## config.mk

```make
export PLATFORM = sky130hd
export DESIGN_NAME = memory_type_write_combine
export DESIGN_NICKNAME = d
export VERILOG_FILES = /design/src/rtl/mtype_pkg.sv /design/src/rtl/type_policy.sv /design/src/rtl/memory_type_write_combine.sv
export VERILOG_INCLUDE_DIRS = /design/src /design/src/rtl
export SDC_FILE = /design/constraint.sdc
export NUM_CORES = 2
export LEC_CHECK = 0
export BUFFER_PORTS_ARGS = -buffer_cell sky130_fd_sc_hd__buf_2
export CAP_MARGIN = 20
export CELL_PAD_IN_SITES_DETAIL_PLACEMENT = 2
export CELL_PAD_IN_SITES_GLOBAL_PLACEMENT = 2
export CORE_ASPECT_RATIO = 0.8
export CORE_MARGIN = 5
export CORE_UTILIZATION = 45
export DETAILED_ROUTE_END_ITERATION = 16
export PLACE_DENSITY = 0.88
export SETUP_SLACK_MARGIN = 0.02
export SLEW_MARGIN = 20
export SYNTH_ARGS = -nofsm -noshare
export SYNTH_HDL_FRONTEND = slang
export SYNTH_SLANG_ARGS = --single-unit
```

## constraint.sdc

```tcl
create_clock -name clock -period 4.1 [get_ports clock]
set_input_delay 0.205 -clock clock [delete_from_list [all_inputs] [get_ports clock]]
set_output_delay 0.205 -clock clock [all_outputs]
set_load 0.05 [all_outputs]
```

## src/rtl/mtype_cfg.svh

```systemverilog
`ifndef MTYPE_CFG_SVH
`define MTYPE_CFG_SVH

// ============================================================
// memory type encodings
`define TYPE_STRONG_UC   3'h0
`define TYPE_WEAK_UC     3'h1
`define TYPE_COMBINING   3'h2
`define TYPE_THROUGH     3'h3
`define TYPE_WRITEBACK   3'h4
`define TYPE_PROTECT     3'h5

// ============================================================
// geometry
`define ADDR_W           32
`define LINE_BYTES       64
`define CHUNK_BYTES      8
`define LINE_SHIFT       6
`define CHUNK_SHIFT      3
`define WCB_ENTRIES      4

`endif

```

## src/rtl/mtype_pkg.sv

```systemverilog
package mtype_pkg;
`include "mtype_cfg.svh"

    // ============================================================
    // types
    typedef enum logic [2:0] {
        strong_uncached_type = `TYPE_STRONG_UC,
        weak_uncached_type   = `TYPE_WEAK_UC,
        combining_type       = `TYPE_COMBINING,
        through_type         = `TYPE_THROUGH,
        writeback_type       = `TYPE_WRITEBACK,
        protect_type         = `TYPE_PROTECT
    } mem_type_e;

    typedef enum logic [1:0] {
        st_idle   = 2'b00,
        st_direct = 2'b01,
        st_evict  = 2'b10
    } ctl_state_e;

    typedef struct packed {
        logic              write;
        logic [`ADDR_W-1:0] addr;
        logic [63:0]       data;
        logic [7:0]        be;
        mem_type_e         mtype;
        logic              range_combine;
    } access_s;

    typedef struct packed {
        logic cacheable;
        logic spec_ok;
        logic strong_order;
        logic read_from_cache;
        logic fill_on_read_miss;
        logic write_to_cache;
        logic write_to_mem;
        logic alloc_on_write_miss;
        logic update_or_inval;
        logic hold_modified;
        logic writeback_on_dealloc;
        logic invalidate_all;
        logic combine_ok;
        logic use_wc;
    } policy_s;

    typedef struct packed {
        logic              write;
        logic              burst;
        logic              last;
        logic [`ADDR_W-1:0] addr;
        logic [63:0]       data;
        logic [7:0]        be;
    } bus_req_s;

endpackage

```

## src/rtl/type_policy.sv

```systemverilog
`timescale 1ns/100ps
module type_policy (
    // access attribute
    input  wire mtype_pkg::mem_type_e mtype,
    input  wire logic                 range_combine,
    // decoded policy
    output mtype_pkg::policy_s        pol
);
    import mtype_pkg::*;

    // ============================================================
    // decode
    always_comb begin
        pol = '0;
        case (mtype)
            weak_uncached_type: begin
                if (range_combine) begin
                    pol.spec_ok = 1'b1;
                    pol.use_wc  = 1'b1;
                end else begin
                    pol.strong_order = 1'b1;
                end
            end
            combining_type: begin
                pol.spec_ok = 1'b1;
                pol.use_wc  = 1'b1;
            end
            through_type: begin
                pol.cacheable         = 1'b1;
                pol.spec_ok           = 1'b1;
                pol.read_from_cache   = 1'b1;
                pol.fill_on_read_miss = 1'b1;
                pol.write_to_cache    = 1'b1;
                pol.write_to_mem      = 1'b1;
                pol.update_or_inval   = 1'b1;
                pol.combine_ok        = 1'b1;
            end
            writeback_type: begin
                pol.cacheable            = 1'b1;
                pol.spec_ok              = 1'b1;
                pol.read_from_cache      = 1'b1;
                pol.fill_on_read_miss    = 1'b1;
                pol.write_to_cache       = 1'b1;
                pol.alloc_on_write_miss  = 1'b1;
                pol.hold_modified        = 1'b1;
                pol.writeback_on_dealloc = 1'b1;
                pol.combine_ok           = 1'b1;
            end
            protect_type: begin
                pol.cacheable         = 1'b1;
                pol.spec_ok           = 1'b1;
                pol.read_from_cache   = 1'b1;
                pol.fill_on_read_miss = 1'b1;
                pol.write_to_mem      = 1'b1;
                pol.invalidate_all    = 1'b1;
            end
            // unknown codes fall back to the safest behaviour
            default: pol.strong_order = 1'b1;
        endcase
    end

endmodule // type_policy

```

## src/rtl/memory_type_write_combine.sv

```systemverilog
// Functional notes
// - weak uncached acts strong unless range combines
// - combining: uncached, speculative, writes buffered
// - partial buffers drain on serializing events
// - write-through: cached reads, fills, writes through
// - write-through never allocates; valid lines updated
// - through and writeback may combine writes
// - writeback allocates on miss, holds modified data
// - modified lines written back on deallocation
// - protected: cached reads, writes invalidate everywhere
// - combine buffer separate, never snooped
// - repeated writes collapse to latest data
// - buffer built from line-sized entries
// - entries filled one at a time
// - full entry leaves as one burst
// - partial entry leaves as 8-byte writes
// - one chunk per transaction, any order
// - no ordering between entry evictions
// - strong uncached: uncached, ordered, no speculation
`timescale 1ns/100ps
`include "mtype_cfg.svh"
module memory_type_write_combine #(
    parameter int N  = `WCB_ENTRIES,
    parameter int LB = `LINE_BYTES
) (
    // clock and reset
    input  wire logic                 clock,
    input  wire logic                 resetn,
    // core access port
    input  wire logic                 req_valid,
    input  wire mtype_pkg::access_s   req,
    output logic                      req_ready_q,
    input  wire logic                 serialize,
    output logic                      resp_valid_q,
    output logic [63:0]               resp_data_q,
    // cache command port
    output logic                      cmd_valid_q,
    output logic                      cmd_write_q,
    output logic [`ADDR_W-1:0]        cmd_addr_q,
    output mtype_pkg::policy_s        cmd_pol_q,
    // system bus
    output logic                      bus_valid_q,
    output mtype_pkg::bus_req_s       bus_req_q,
    input  wire logic                 bus_ready,
    input  wire logic [63:0]          bus_rdata
);
    import mtype_pkg::*;

    localparam int CH   = LB / `CHUNK_BYTES;
    localparam int CW   = $clog2(CH);
    localparam int IW   = (N > 1) ? $clog2(N) : 1;
    localparam int TW   = `ADDR_W - `LINE_SHIFT;
    localparam logic [CW-1:0] LAST_CHUNK = CW'(CH - 1);

    // ============================================================
    // helpers
    function automatic logic [IW-1:0] first_set(input logic [N-1:0] m);
        logic [IW-1:0] r;
        r = '0;
        for (int i = N - 1; i >= 0; i--) begin
            if (m[i]) begin
                r = IW'(i);
            end
        end
        return r;
    endfunction

    function automatic logic [TW-1:0] line_of(input logic [`ADDR_W-1:0] a);
        return a[`ADDR_W-1:`LINE_SHIFT];
    endfunction

    // ============================================================
    // state
    ctl_state_e               state_q, state_d;
    logic [N-1:0]             valid_q, valid_d;
    logic [TW-1:0]            tag_q [N];
    logic [TW-1:0]            tag_d [N];
    logic [CH-1:0][7:0]       bv_q [N];
    logic [CH-1:0][7:0]       bv_d [N];
    logic [63:0]              data_q [N][CH];
    logic [63:0]              data_d [N][CH];
    logic                     drain_q, drain_d;
    logic                     pend_q, pend_d;
    logic                     issued_q, issued_d;
    logic [IW-1:0]            ev_idx_q, ev_idx_d;
    logic [CW-1:0]            ev_chunk_q, ev_chunk_d;
    logic                     ev_burst_q, ev_burst_d;
    access_s                  req_q, req_d;
    logic                     req_ready_d;
    logic                     resp_valid_d;
    logic [63:0]              resp_data_d;
    logic                     cmd_valid_d;
    logic                     cmd_write_d;
    logic [`ADDR_W-1:0]       cmd_addr_d;
    policy_s                  cmd_pol_d;
    logic                     bus_valid_d;
    bus_req_s                 bus_req_d;

    policy_s                  pol;
    logic                     take;
    logic                     bus_free;
    logic                     hit;
    logic [IW-1:0]            hit_idx;
    logic [IW-1:0]            idx;
    logic [CW-1:0]            wchunk;
    logic [N-1:0]             full_m;
    logic                     drain_clr;

    type_policy u_policy (
        .mtype         (req.mtype),
        .range_combine (req.range_combine),
        .pol           (pol)
    );

    assign take     = req_valid & req_ready_q;
    assign bus_free = ~bus_valid_q | bus_ready;
    assign wchunk   = req.addr[`LINE_SHIFT-1:`CHUNK_SHIFT];

    always_comb begin
        hit     = 1'b0;
        hit_idx = '0;
        for (int i = 0; i < N; i++) begin
            full_m[i] = valid_q[i] & (&bv_q[i]);
            if (valid_q[i] && tag_q[i] == line_of(req.addr)) begin
                hit     = 1'b1;
                hit_idx = IW'(i);
            end
        end
    end

    // ============================================================
    // next state
    always_comb begin
        state_d      = state_q;
        valid_d      = valid_q;
        tag_d        = tag_q;
        bv_d         = bv_q;
        data_d       = data_q;
        pend_d       = pend_q;
        issued_d     = issued_q;
        ev_idx_d     = ev_idx_q;
        ev_chunk_d   = ev_chunk_q;
        ev_burst_d   = ev_burst_q;
        req_d        = req_q;
        resp_valid_d = 1'b0;
        resp_data_d  = resp_data_q;
        cmd_valid_d  = 1'b0;
        cmd_write_d  = cmd_write_q;
        cmd_addr_d   = cmd_addr_q;
        cmd_pol_d    = cmd_pol_q;
        bus_valid_d  = bus_valid_q & ~bus_ready;
        bus_req_d    = bus_req_q;
        drain_clr    = 1'b0;
        idx          = hit ? hit_idx : first_set(~valid_q);
        case (state_q)
            st_idle: begin
                if (take) begin
                    req_d = req;
                    if (pol.use_wc && req.write) begin
                        // buffer is private: no snoop path, no cache command
                        if (!hit) begin
                            valid_d[idx] = 1'b1;
                            tag_d[idx]   = line_of(req.addr);
                            bv_d[idx]    = '0;
                        end
                        for (int b = 0; b < 8; b++) begin
                            if (req.be[b]) begin
                                data_d[idx][wchunk][8*b +: 8] = req.data[8*b +: 8];
                            end
                        end
                        bv_d[idx][wchunk] = bv_d[idx][wchunk] | req.be;
                    end else begin
                        if (pol.cacheable) begin
                            cmd_valid_d = 1'b1;
                            cmd_write_d = req.write;
                            cmd_addr_d  = req.addr;
                            cmd_pol_d   = pol;
                        end
                        if (pol.use_wc || pol.strong_order || (req.write && pol.write_to_mem)) begin
                            pend_d = 1'b1;
                        end
                    end
                end else if ((drain_q && (|valid_q)) || (&valid_q) || (|full_m)) begin
                    // full entries leave first; a younger entry may overtake an older one
                    state_d    = st_evict;
                    ev_idx_d   = (|full_m) ? first_set(full_m) : first_set(valid_q);
                    ev_chunk_d = '0;
                    ev_burst_d = |full_m;
                end else if (pend_q) begin
                    state_d  = st_direct;
                    issued_d = 1'b0;
                end
                if (drain_q && !(|valid_q)) begin
                    drain_clr = 1'b1;
                end
            end
            st_direct: begin
                // one access at a time keeps uncached traffic in program order
                if (!issued_q && bus_free) begin
                    bus_valid_d     = 1'b1;
                    bus_req_d.write = req_q.write;
                    bus_req_d.burst = 1'b0;
                    bus_req_d.last  = 1'b1;
                    bus_req_d.addr  = req_q.addr;
                    bus_req_d.data  = req_q.data;
                    bus_req_d.be    = req_q.be;
                    issued_d        = 1'b1;
                end else if (issued_q && bus_valid_q && bus_ready) begin
                    resp_valid_d = 1'b1;
                    resp_data_d  = bus_rdata;
                    pend_d       = 1'b0;
                    state_d      = st_idle;
                end
            end
            st_evict: begin
                if (bus_free) begin
                    if (ev_burst_q || (|bv_q[ev_idx_q][ev_chunk_q])) begin
                        bus_valid_d     = 1'b1;
                        bus_req_d.write = 1'b1;
                        bus_req_d.burst = ev_burst_q;
                        bus_req_d.last  = ev_burst_q ? (ev_chunk_q == LAST_CHUNK) : 1'b1;
                        bus_req_d.addr  = {tag_q[ev_idx_q], ev_chunk_q, `CHUNK_SHIFT'(0)};
                        bus_req_d.data  = data_q[ev_idx_q][ev_chunk_q];
                        bus_req_d.be    = bv_q[ev_idx_q][ev_chunk_q];
                    end
                    if (ev_chunk_q == LAST_CHUNK) begin
                        valid_d[ev_idx_q] = 1'b0;
                        bv_d[ev_idx_q]    = '0;
                        state_d           = st_idle;
                    end else begin
                        ev_chunk_d = ev_chunk_q + CW'(1);
                    end
                end
            end
            default: state_d = st_idle;
        endcase
        // a serializing event in the clearing cycle still wins
        drain_d = (drain_q & ~drain_clr) | serialize | (take & pol.strong_order);
        req_ready_d = (state_d == st_idle) & ~drain_d & ~pend_d & ~(&valid_d);
    end

    // ============================================================
    // registers
    always_ff @(posedge clock) begin
        // payload needs no reset: byte-valid bits gate every use of it
        data_q <= data_d;
        if (!resetn) begin
            state_q      <= st_idle;
            valid_q      <= '0;
            drain_q      <= 1'b0;
            pend_q       <= 1'b0;
            issued_q     <= 1'b0;
            ev_idx_q     <= '0;
            ev_chunk_q   <= '0;
            ev_burst_q   <= 1'b0;
            req_q        <= '0;
            req_ready_q  <= 1'b0;
            resp_valid_q <= 1'b0;
            resp_data_q  <= '0;
            cmd_valid_q  <= 1'b0;
            cmd_write_q  <= 1'b0;
            cmd_addr_q   <= '0;
            cmd_pol_q    <= '0;
            bus_valid_q  <= 1'b0;
            bus_req_q    <= '0;
            tag_q        <= '{default: '0};
            bv_q         <= '{default: '0};
        end else begin
            state_q      <= state_d;
            valid_q      <= valid_d;
            drain_q      <= drain_d;
            pend_q       <= pend_d;
            issued_q     <= issued_d;
            ev_idx_q     <= ev_idx_d;
            ev_chunk_q   <= ev_chunk_d;
            ev_burst_q   <= ev_burst_d;
            req_q        <= req_d;
            req_ready_q  <= req_ready_d;
            resp_valid_q <= resp_valid_d;
            resp_data_q  <= resp_data_d;
            cmd_valid_q  <= cmd_valid_d;
            cmd_write_q  <= cmd_write_d;
            cmd_addr_q   <= cmd_addr_d;
            cmd_pol_q    <= cmd_pol_d;
            bus_valid_q  <= bus_valid_d;
            bus_req_q    <= bus_req_d;
            tag_q        <= tag_d;
            bv_q         <= bv_d;
        end
    end

    // ============================================================
    // checks
    logic [CW-1:0] beat_q;
    always_ff @(posedge clock) begin
        if (!resetn) begin
            beat_q <= '0;
        end else if (bus_valid_q && bus_ready && bus_req_q.burst) begin
            beat_q <= bus_req_q.last ? '0 : beat_q + CW'(1);
        end
    end
endmodule // memory_type_write_combine

```

==> summary.md, run 1 <==
The clock drives 2,746 sinks. It got as far as global routing and failed there. The run gives 286 as the number of buffers inserted during clock tree synthesis.

Sequential elements use 65.79% of the synthesized area. The logs give 168 for the maximum number of pins on one net before global-route repair and 45.29% for the initial cell density of the core. Once detailed placement completed, the half-perimeter wirelength came to 370.2 mm.

In this run, distinct cell masters in the synthesized netlist total 83. CTS placed an instance of sky130_fd_sc_hd__clkbuf_16 at the clock tree root. The flow did not finish. Synthesis produced 7,811 cells. At the end of routability-driven placement, the weighted congestion stood at 1.023. Counting every net in the synthesized netlist gives 7,995. Measured along the x axis, the die boundary spans 574.5 um. In this run, synthesis produced a sequential element count of 2,746. Counting flops with a built-in enable in the synthesized netlist gives 2,048. The run gives 165 as the count of standard-cell rows. The mapped netlist covers 114,700 um^2. Yosys printed 0 warnings. For this run, asynchronously set or reset flops after synthesis account for 0%.

The synthesized area per cell was 14.69 um^2; the number of buffer cells added on primary ports was 399. After global routing the overflow that remains totals 664. During I/O placement, the number of pins put on the boundary was 400. Dominant register cell in the synthesized netlist: sky130_fd_sc_hd__edfxtp_1.

The tool reported: "[ERROR GRT-0232] Routing congestion too high. Check the congestion heatmap in the GUI". For the maximum level of the CTS H-tree, the log shows 5. The die is 461.6 um tall.

Global routing used 73.97% of the available tracks across all layers. The largest buffer count on any clock path came out at 4.
[synth_stat cells, drive strengths merged (6+ instances only)]
master / number / area (um^2)
a211oi: 74 / 685.7
a21o: 9 / 67.56
a21oi: 462 / 2312
a221o: 19 / 190.2
a221oi: 30 / 280.3
a22o: 22 / 192.7
a22oi: 43 / 322.8
a311oi: 10 / 87.58
a31oi: 41 / 256.5
and2: 8 / 50.05
and3: 12 / 75.07
buf: 199 / 998.5
clkbuf: 438 / 1644
dfxtp: 698 / 13970
edfxtp: 2048 / 61500
ha: 6 / 75.07
inv: 67 / 251.5
mux2i: 165 / 1652
mux4: 744 / 16760
nand2: 938 / 3523
nand2b: 23 / 143.9
nand3: 136 / 680.7
nand4: 105 / 656.9
nor2: 740 / 2788
nor3: 58 / 305.3
nor4: 34 / 231.5
o2111ai: 78 / 683.2
o211ai: 44 / 330.3
o21a: 13 / 97.59
o21ai: 221 / 1106
o221ai: 95 / 832.1
o22ai: 10 / 76.32
o31ai: 10 / 75.07
or3: 12 / 75.07
xnor2: 78 / 683.2
xor2: 31 / 271.5
[stage by stage]
stage / setup WS, ns / TNS (ns) / instance area [um^2] / hold WS (ns) / cells
floorplan: 0.6579 / 0 / 114700 / 0.3039 / 7811
global placement: -0.1887 / -3.950 / 124100 / 0.4383 / 11520
detailed placement: -0.1736 / -6.863 / 124100 / 0.4489 / 11520
CTS: 0.02075 / 0 / 135500 / 0.003069 / 12220
[per-layer routing]
layer | GRT overflow | track usage, %
met4 | 236 | 67.99
met1 | 63 | 74.60
met5 | 5 | 47.99
met3 | 85 | 63.20
met2 | 275 | 87.02
[cell families after synthesis]
| kind of cell | share of synthesized area [%] |
|---|---|
| flip-flops | 65.79 |
| AND/OR/NAND/NOR | 7.727 |
| AO/OA/AOI/OAI | 6.982 |
| multiplexers | 16.08 |
| buffers and inverters | 2.523 |
| XOR/XNOR | 0.8321 |
| adder cells (fa/ha/maj) | 0.06544 |
[repair_timing]
| action | 4_1_cts |
|---|---|
| gates cloned | 2 |
| hold buffers | 171 |
| hold endpoints to repair | 1894 |
| endpoints found under the setup margin | 585 |
| setup buffers | 10 |
| resized for setup | 53 |
| pin swaps | 5 |
==> inputs of run 2 (changes only) <==
- CELL_PAD_IN_SITES_DETAIL_PLACEMENT: 2 -> unset
- CELL_PAD_IN_SITES_GLOBAL_PLACEMENT: 2 -> unset
- CORE_ASPECT_RATIO: 0.8 -> unset
- CORE_UTILIZATION: 45 -> 33
- PLACE_DENSITY: 0.88 -> unset
- PLACE_DENSITY_LB_ADDON: unset -> 0.15
- SETUP_SLACK_MARGIN: 0.02 -> unset
==> run 2 against run 1 <==
  * Synthesized cell count unchanged
  * The flow now finishes without violations
  * Area after synthesis unchanged
==> summary.md, run 2 <==
The final-report hold violation count is 0, and the largest clock skew in the final design is 0.05181 ns. The shortest period the worst path allows came out at 3.995 ns. By area the synthesized netlist is led by sky130_fd_sc_hd__edfxtp_1, sky130_fd_sc_hd__mux4_2, sky130_fd_sc_hd__dfxtp_1. The number of antenna violations at the first check in global routing is 49, and the sequential cell area in the final layout is 75,490 um^2.

The number of DRC violations after detailed routing is 0. Entering global routing, the biggest net connects 163 pins. The top register by number of flip-flops was data_q. Relative to the synthesized area, the layout overhead comes to 20.79%. The maximum level of the CTS H-tree was 5 (unchanged); the total routed wirelength was 426.8 mm. After filler insertion, the fill cell instance count of the layout stands at 31.90k. The run gives 65.79% (unchanged) as the portion of the post-synthesis area used by sequential elements.

The logs give 1.007 (-1.5%) for the final weighted congestion in routability-driven placement and 0 for the total congestion overflow after global routing. TritonCTS built the clock tree. The first global-routing pass estimated 597.2 mm of wire.

By count the netlist is led by sky130_fd_sc_hd__edfxtp_1, sky130_fd_sc_hd__nand2_1, sky130_fd_sc_hd__mux4_2, sky130_fd_sc_hd__nor2_1, sky130_fd_sc_hd__dfxtp_1. The run gives 359,500 um^2 as the die footprint. The flow ran to the end, and the final reports show no timing, DRC or antenna violations.

Setup repair after global routing left no endpoint under its margin. The overall via count from detail_route was 76.12k; the fraction of synthesis flops using an asynchronous set or reset pin was 0% (unchanged). The number of nets in the synthesized netlist was 7,995 (unchanged). Measured on the finished design, the core utilization comes to 40.03%. The ratio of routed vias to standard cells was 5.612. STA classifies the critical path endpoint as a flip-flop. The register with the most flip-flops in the layout has 2,048 of them. The most frequent standard cell in the layout excluding fill and tap cells is sky130_fd_sc_hd__edfxtp_1. In the final routed layout, each cell accounts on average for 31.46 um.

At the worst endpoint, the required time is 4.81 ns. The number of global-route vias before repair is 75.05k, and the number of synthesized flops with an enable pin is 2,048 (unchanged). The final setup violation count was 0. The largest buffer count on any clock path is 4 (unchanged). Largest driver fanout on the critical path: 18.

Summed over all cells, the static leakage comes to 44.25 nW. The number of buffer cells added on primary ports is 399 (unchanged). The synthesized flop and latch total is 2,746 (unchanged), and the combined area of all synthesized cells is 114,700 um^2 (unchanged). The count of standard-cell rows was 216 (+31%); the post-route antenna net violation count was 0.

The worst hold path belongs to the class in -> reg. In this run the clock root is driven by a sky130_fd_sc_hd__clkbuf_16. Static timing analysis puts the maximum clock frequency at 250.3 MHz.

The run gives 194.8 mm as the detailed-routed wire length on met2. Wire segments on met3 add up to 33.89 mm in the final route. In the layout the commonest cells are sky130_fd_sc_hd__edfxtp_1, sky130_fd_sc_hd__nand2_1, sky130_fd_sc_hd__mux4_2.

Summing all multi-input logic gate instances after layout gives 36,670 um^2. The logs give 8 for the number of iterations in the first detailed-routing pass and 0 ns for the final sum of negative setup slack. The dominant register cell in the synthesized netlist is sky130_fd_sc_hd__edfxtp_1.

Cell type with the highest aggregate area in the netlist: sky130_fd_sc_hd__edfxtp_1. The tools report the number of cells produced by synthesis as 7,811 (unchanged). The worst relative slew slack is 21.57%. The run gives 2,746 (unchanged) as the total number of clock tree sinks. The worst setup path is launched from a flip-flop. The die outline height is 599.6 um (+30%), and the initial cell density of the core is 33.14% (-12 points). The tools report the number of buffers inserted during clock tree synthesis as 314 (+9.8%). The detailed router used layers up to and including met5. The largest registers in the layout are data_q (2048), bv_q (256), bus_req_q (107).

Global routing consumed, over all layers together, 23.11% of the routing resources. The clock-pin transition on the worst setup and hold timing paths was 0.06 ns; the final-report max-slew violation count was 0. The tools report the source-to-sink clock delay at the later pin of the worst-skew pair as 0.91 ns.

STA puts the critical path data arrival time at 4.71 ns. The total of warnings raised by yosys was 0 (unchanged). The count of distinct cell types in the synthesized netlist came out at 83 (unchanged). Dividing total power by cell area gives a power density of 436.0 nW/um^2. The area share of the leading cell type in the synthesized netlist was 53.61% (unchanged); the boundary pin count was 400 (unchanged). The slew at the pin with the worst max-slew slack was 1.166 ns; the final layout net count was 8,895.

The x dimension of the die works out to 599.6 um (+4.4%). The layout cell share with drive strength beyond 1 is 26.10%, and the ratio of final minimum period to clock period is 97.44%. The detailed router put a total of 183.8 mm of wire on met1. The tools report the maximum vdd ir drop as 293.7 uV.

The HPWL after detailed placement is 285.2 mm (-23%), and the core region area is 346,200 um^2. The reported max-cap violation count was 0; the synthesized area per cell was 14.69 um^2 (unchanged). By instance count, the leading cell after synthesis is sky130_fd_sc_hd__edfxtp_1.

After the first detailed-routing iteration, the DRC count stood at 8,583. The worst setup path is of the reg -> reg kind.
run 2: cell type report:
class / count / share of cell area [%]
Clock inverter: 162 / 1.149
Timing Repair Buffer: 1221 / 7.325
Inverter: 67 / 0.1878
Multi-Input combinational cell: 4361 / 26.46
Clock buffer: 408 / 6.232
Tap cell: 4578 / 4.133
Sequential cell: 2746 / 54.48
Antenna cell: 21 / 0.03792
run 2: power by group:
group / switching [W] / leakage (nW) / internal (W)
Combinational: 0.00158 / 14.8 / 0.000593
Clock: 0.0117 / 4.99 / 0.0165
Sequential: 0.000174 / 24.4 / 0.0299
run 2: kinds of logic after synthesis:
logic type	Yosys count	share of synthesized area, %
DFF	2746	65.79
and+or+nand+nor	2107	7.727
AOI/OAI and AO/OA	1226	6.982
muxes	913	16.08
buffers and inverters	704	2.523
xor gates and xnor gates	109	0.8321
adders and majority gates	6	0.06544
run 2: per-layer routing:
metal  up-vias  GRT usage (%)
li1      32110              -
met1     39920          32.50
met2      3380          36.09
met3       699          5.024
met4        20          6.747
met5         -              0
run 2: path summary, 6_finish.rpt:
check,from,endpoint,slack (ns),cells after the start
worst min-delay path,bus_rdata[42],resp_data_q[42]$_SDFFE_PN0P_,0.11,4
worst min register to register,bus_req_q[69]$_SDFFE_PN0P_,bus_req_q[69]$_SDFFE_PN0P_,0.45,2
worst max-delay path,tag_q[35]$_SDFFE_PN0P_,bv_q[101]$_SDFFE_PN0P_,0.11,13
worst max register to register,tag_q[35]$_SDFFE_PN0P_,bv_q[101]$_SDFFE_PN0P_,0.11,13
run 2: what timing repair did:
| action | CTS | global route |
|---|---|---|
| hold endpoints to repair | 2350 | 0 |
| hold buffers | 210 | 0 |
| resized for setup | 0 | 6 |
| setup buffers | 0 | 1 |
| setup endpoints to repair | 0 | 35 |
run 2: stage by stage:
step | setup slack, ns | area, um^2 | power [W] | hold slack (ns) | std cells
after global placement | -0.1489 | 126100 | 0.03261 | 0.4336 | 12760
after floorplan | 0.6579 | 114700 | 0.03143 | 0.3039 | 7811
after detailed placement | 0.01184 | 126100 | 0.03264 | 0.4424 | 12760
after global routing | 0.04019 | 138600 | 0.06225 | 0.05055 | 13550
final | 0.1051 | 138600 | 0.06042 | 0.1066 | 13560
after CTS | 0.02862 | 138500 | 0.06101 | 0.01750 | 13540
run 2: critical path: stages (launching register included):
cell	delay [ns]
sky130_fd_sc_hd__dfxtp_1	0.34
sky130_fd_sc_hd__xnor2_1	0.27
sky130_fd_sc_hd__nand4_1	0.26
sky130_fd_sc_hd__or4_4	0.66
sky130_fd_sc_hd__o211a_1	0.28
sky130_fd_sc_hd__buf_12	0.16
sky130_fd_sc_hd__a221o_1	0.36
sky130_fd_sc_hd__a311oi_2	0.48
sky130_fd_sc_hd__buf_4	0.20
sky130_fd_sc_hd__nand3_2	0.15
sky130_fd_sc_hd__buf_12	0.22
sky130_fd_sc_hd__buf_12	0.17
sky130_fd_sc_hd__a31oi_1	0.16
sky130_fd_sc_hd__a21oi_1	0.06
Note: power is estimated with default switching activity, not from simulation.
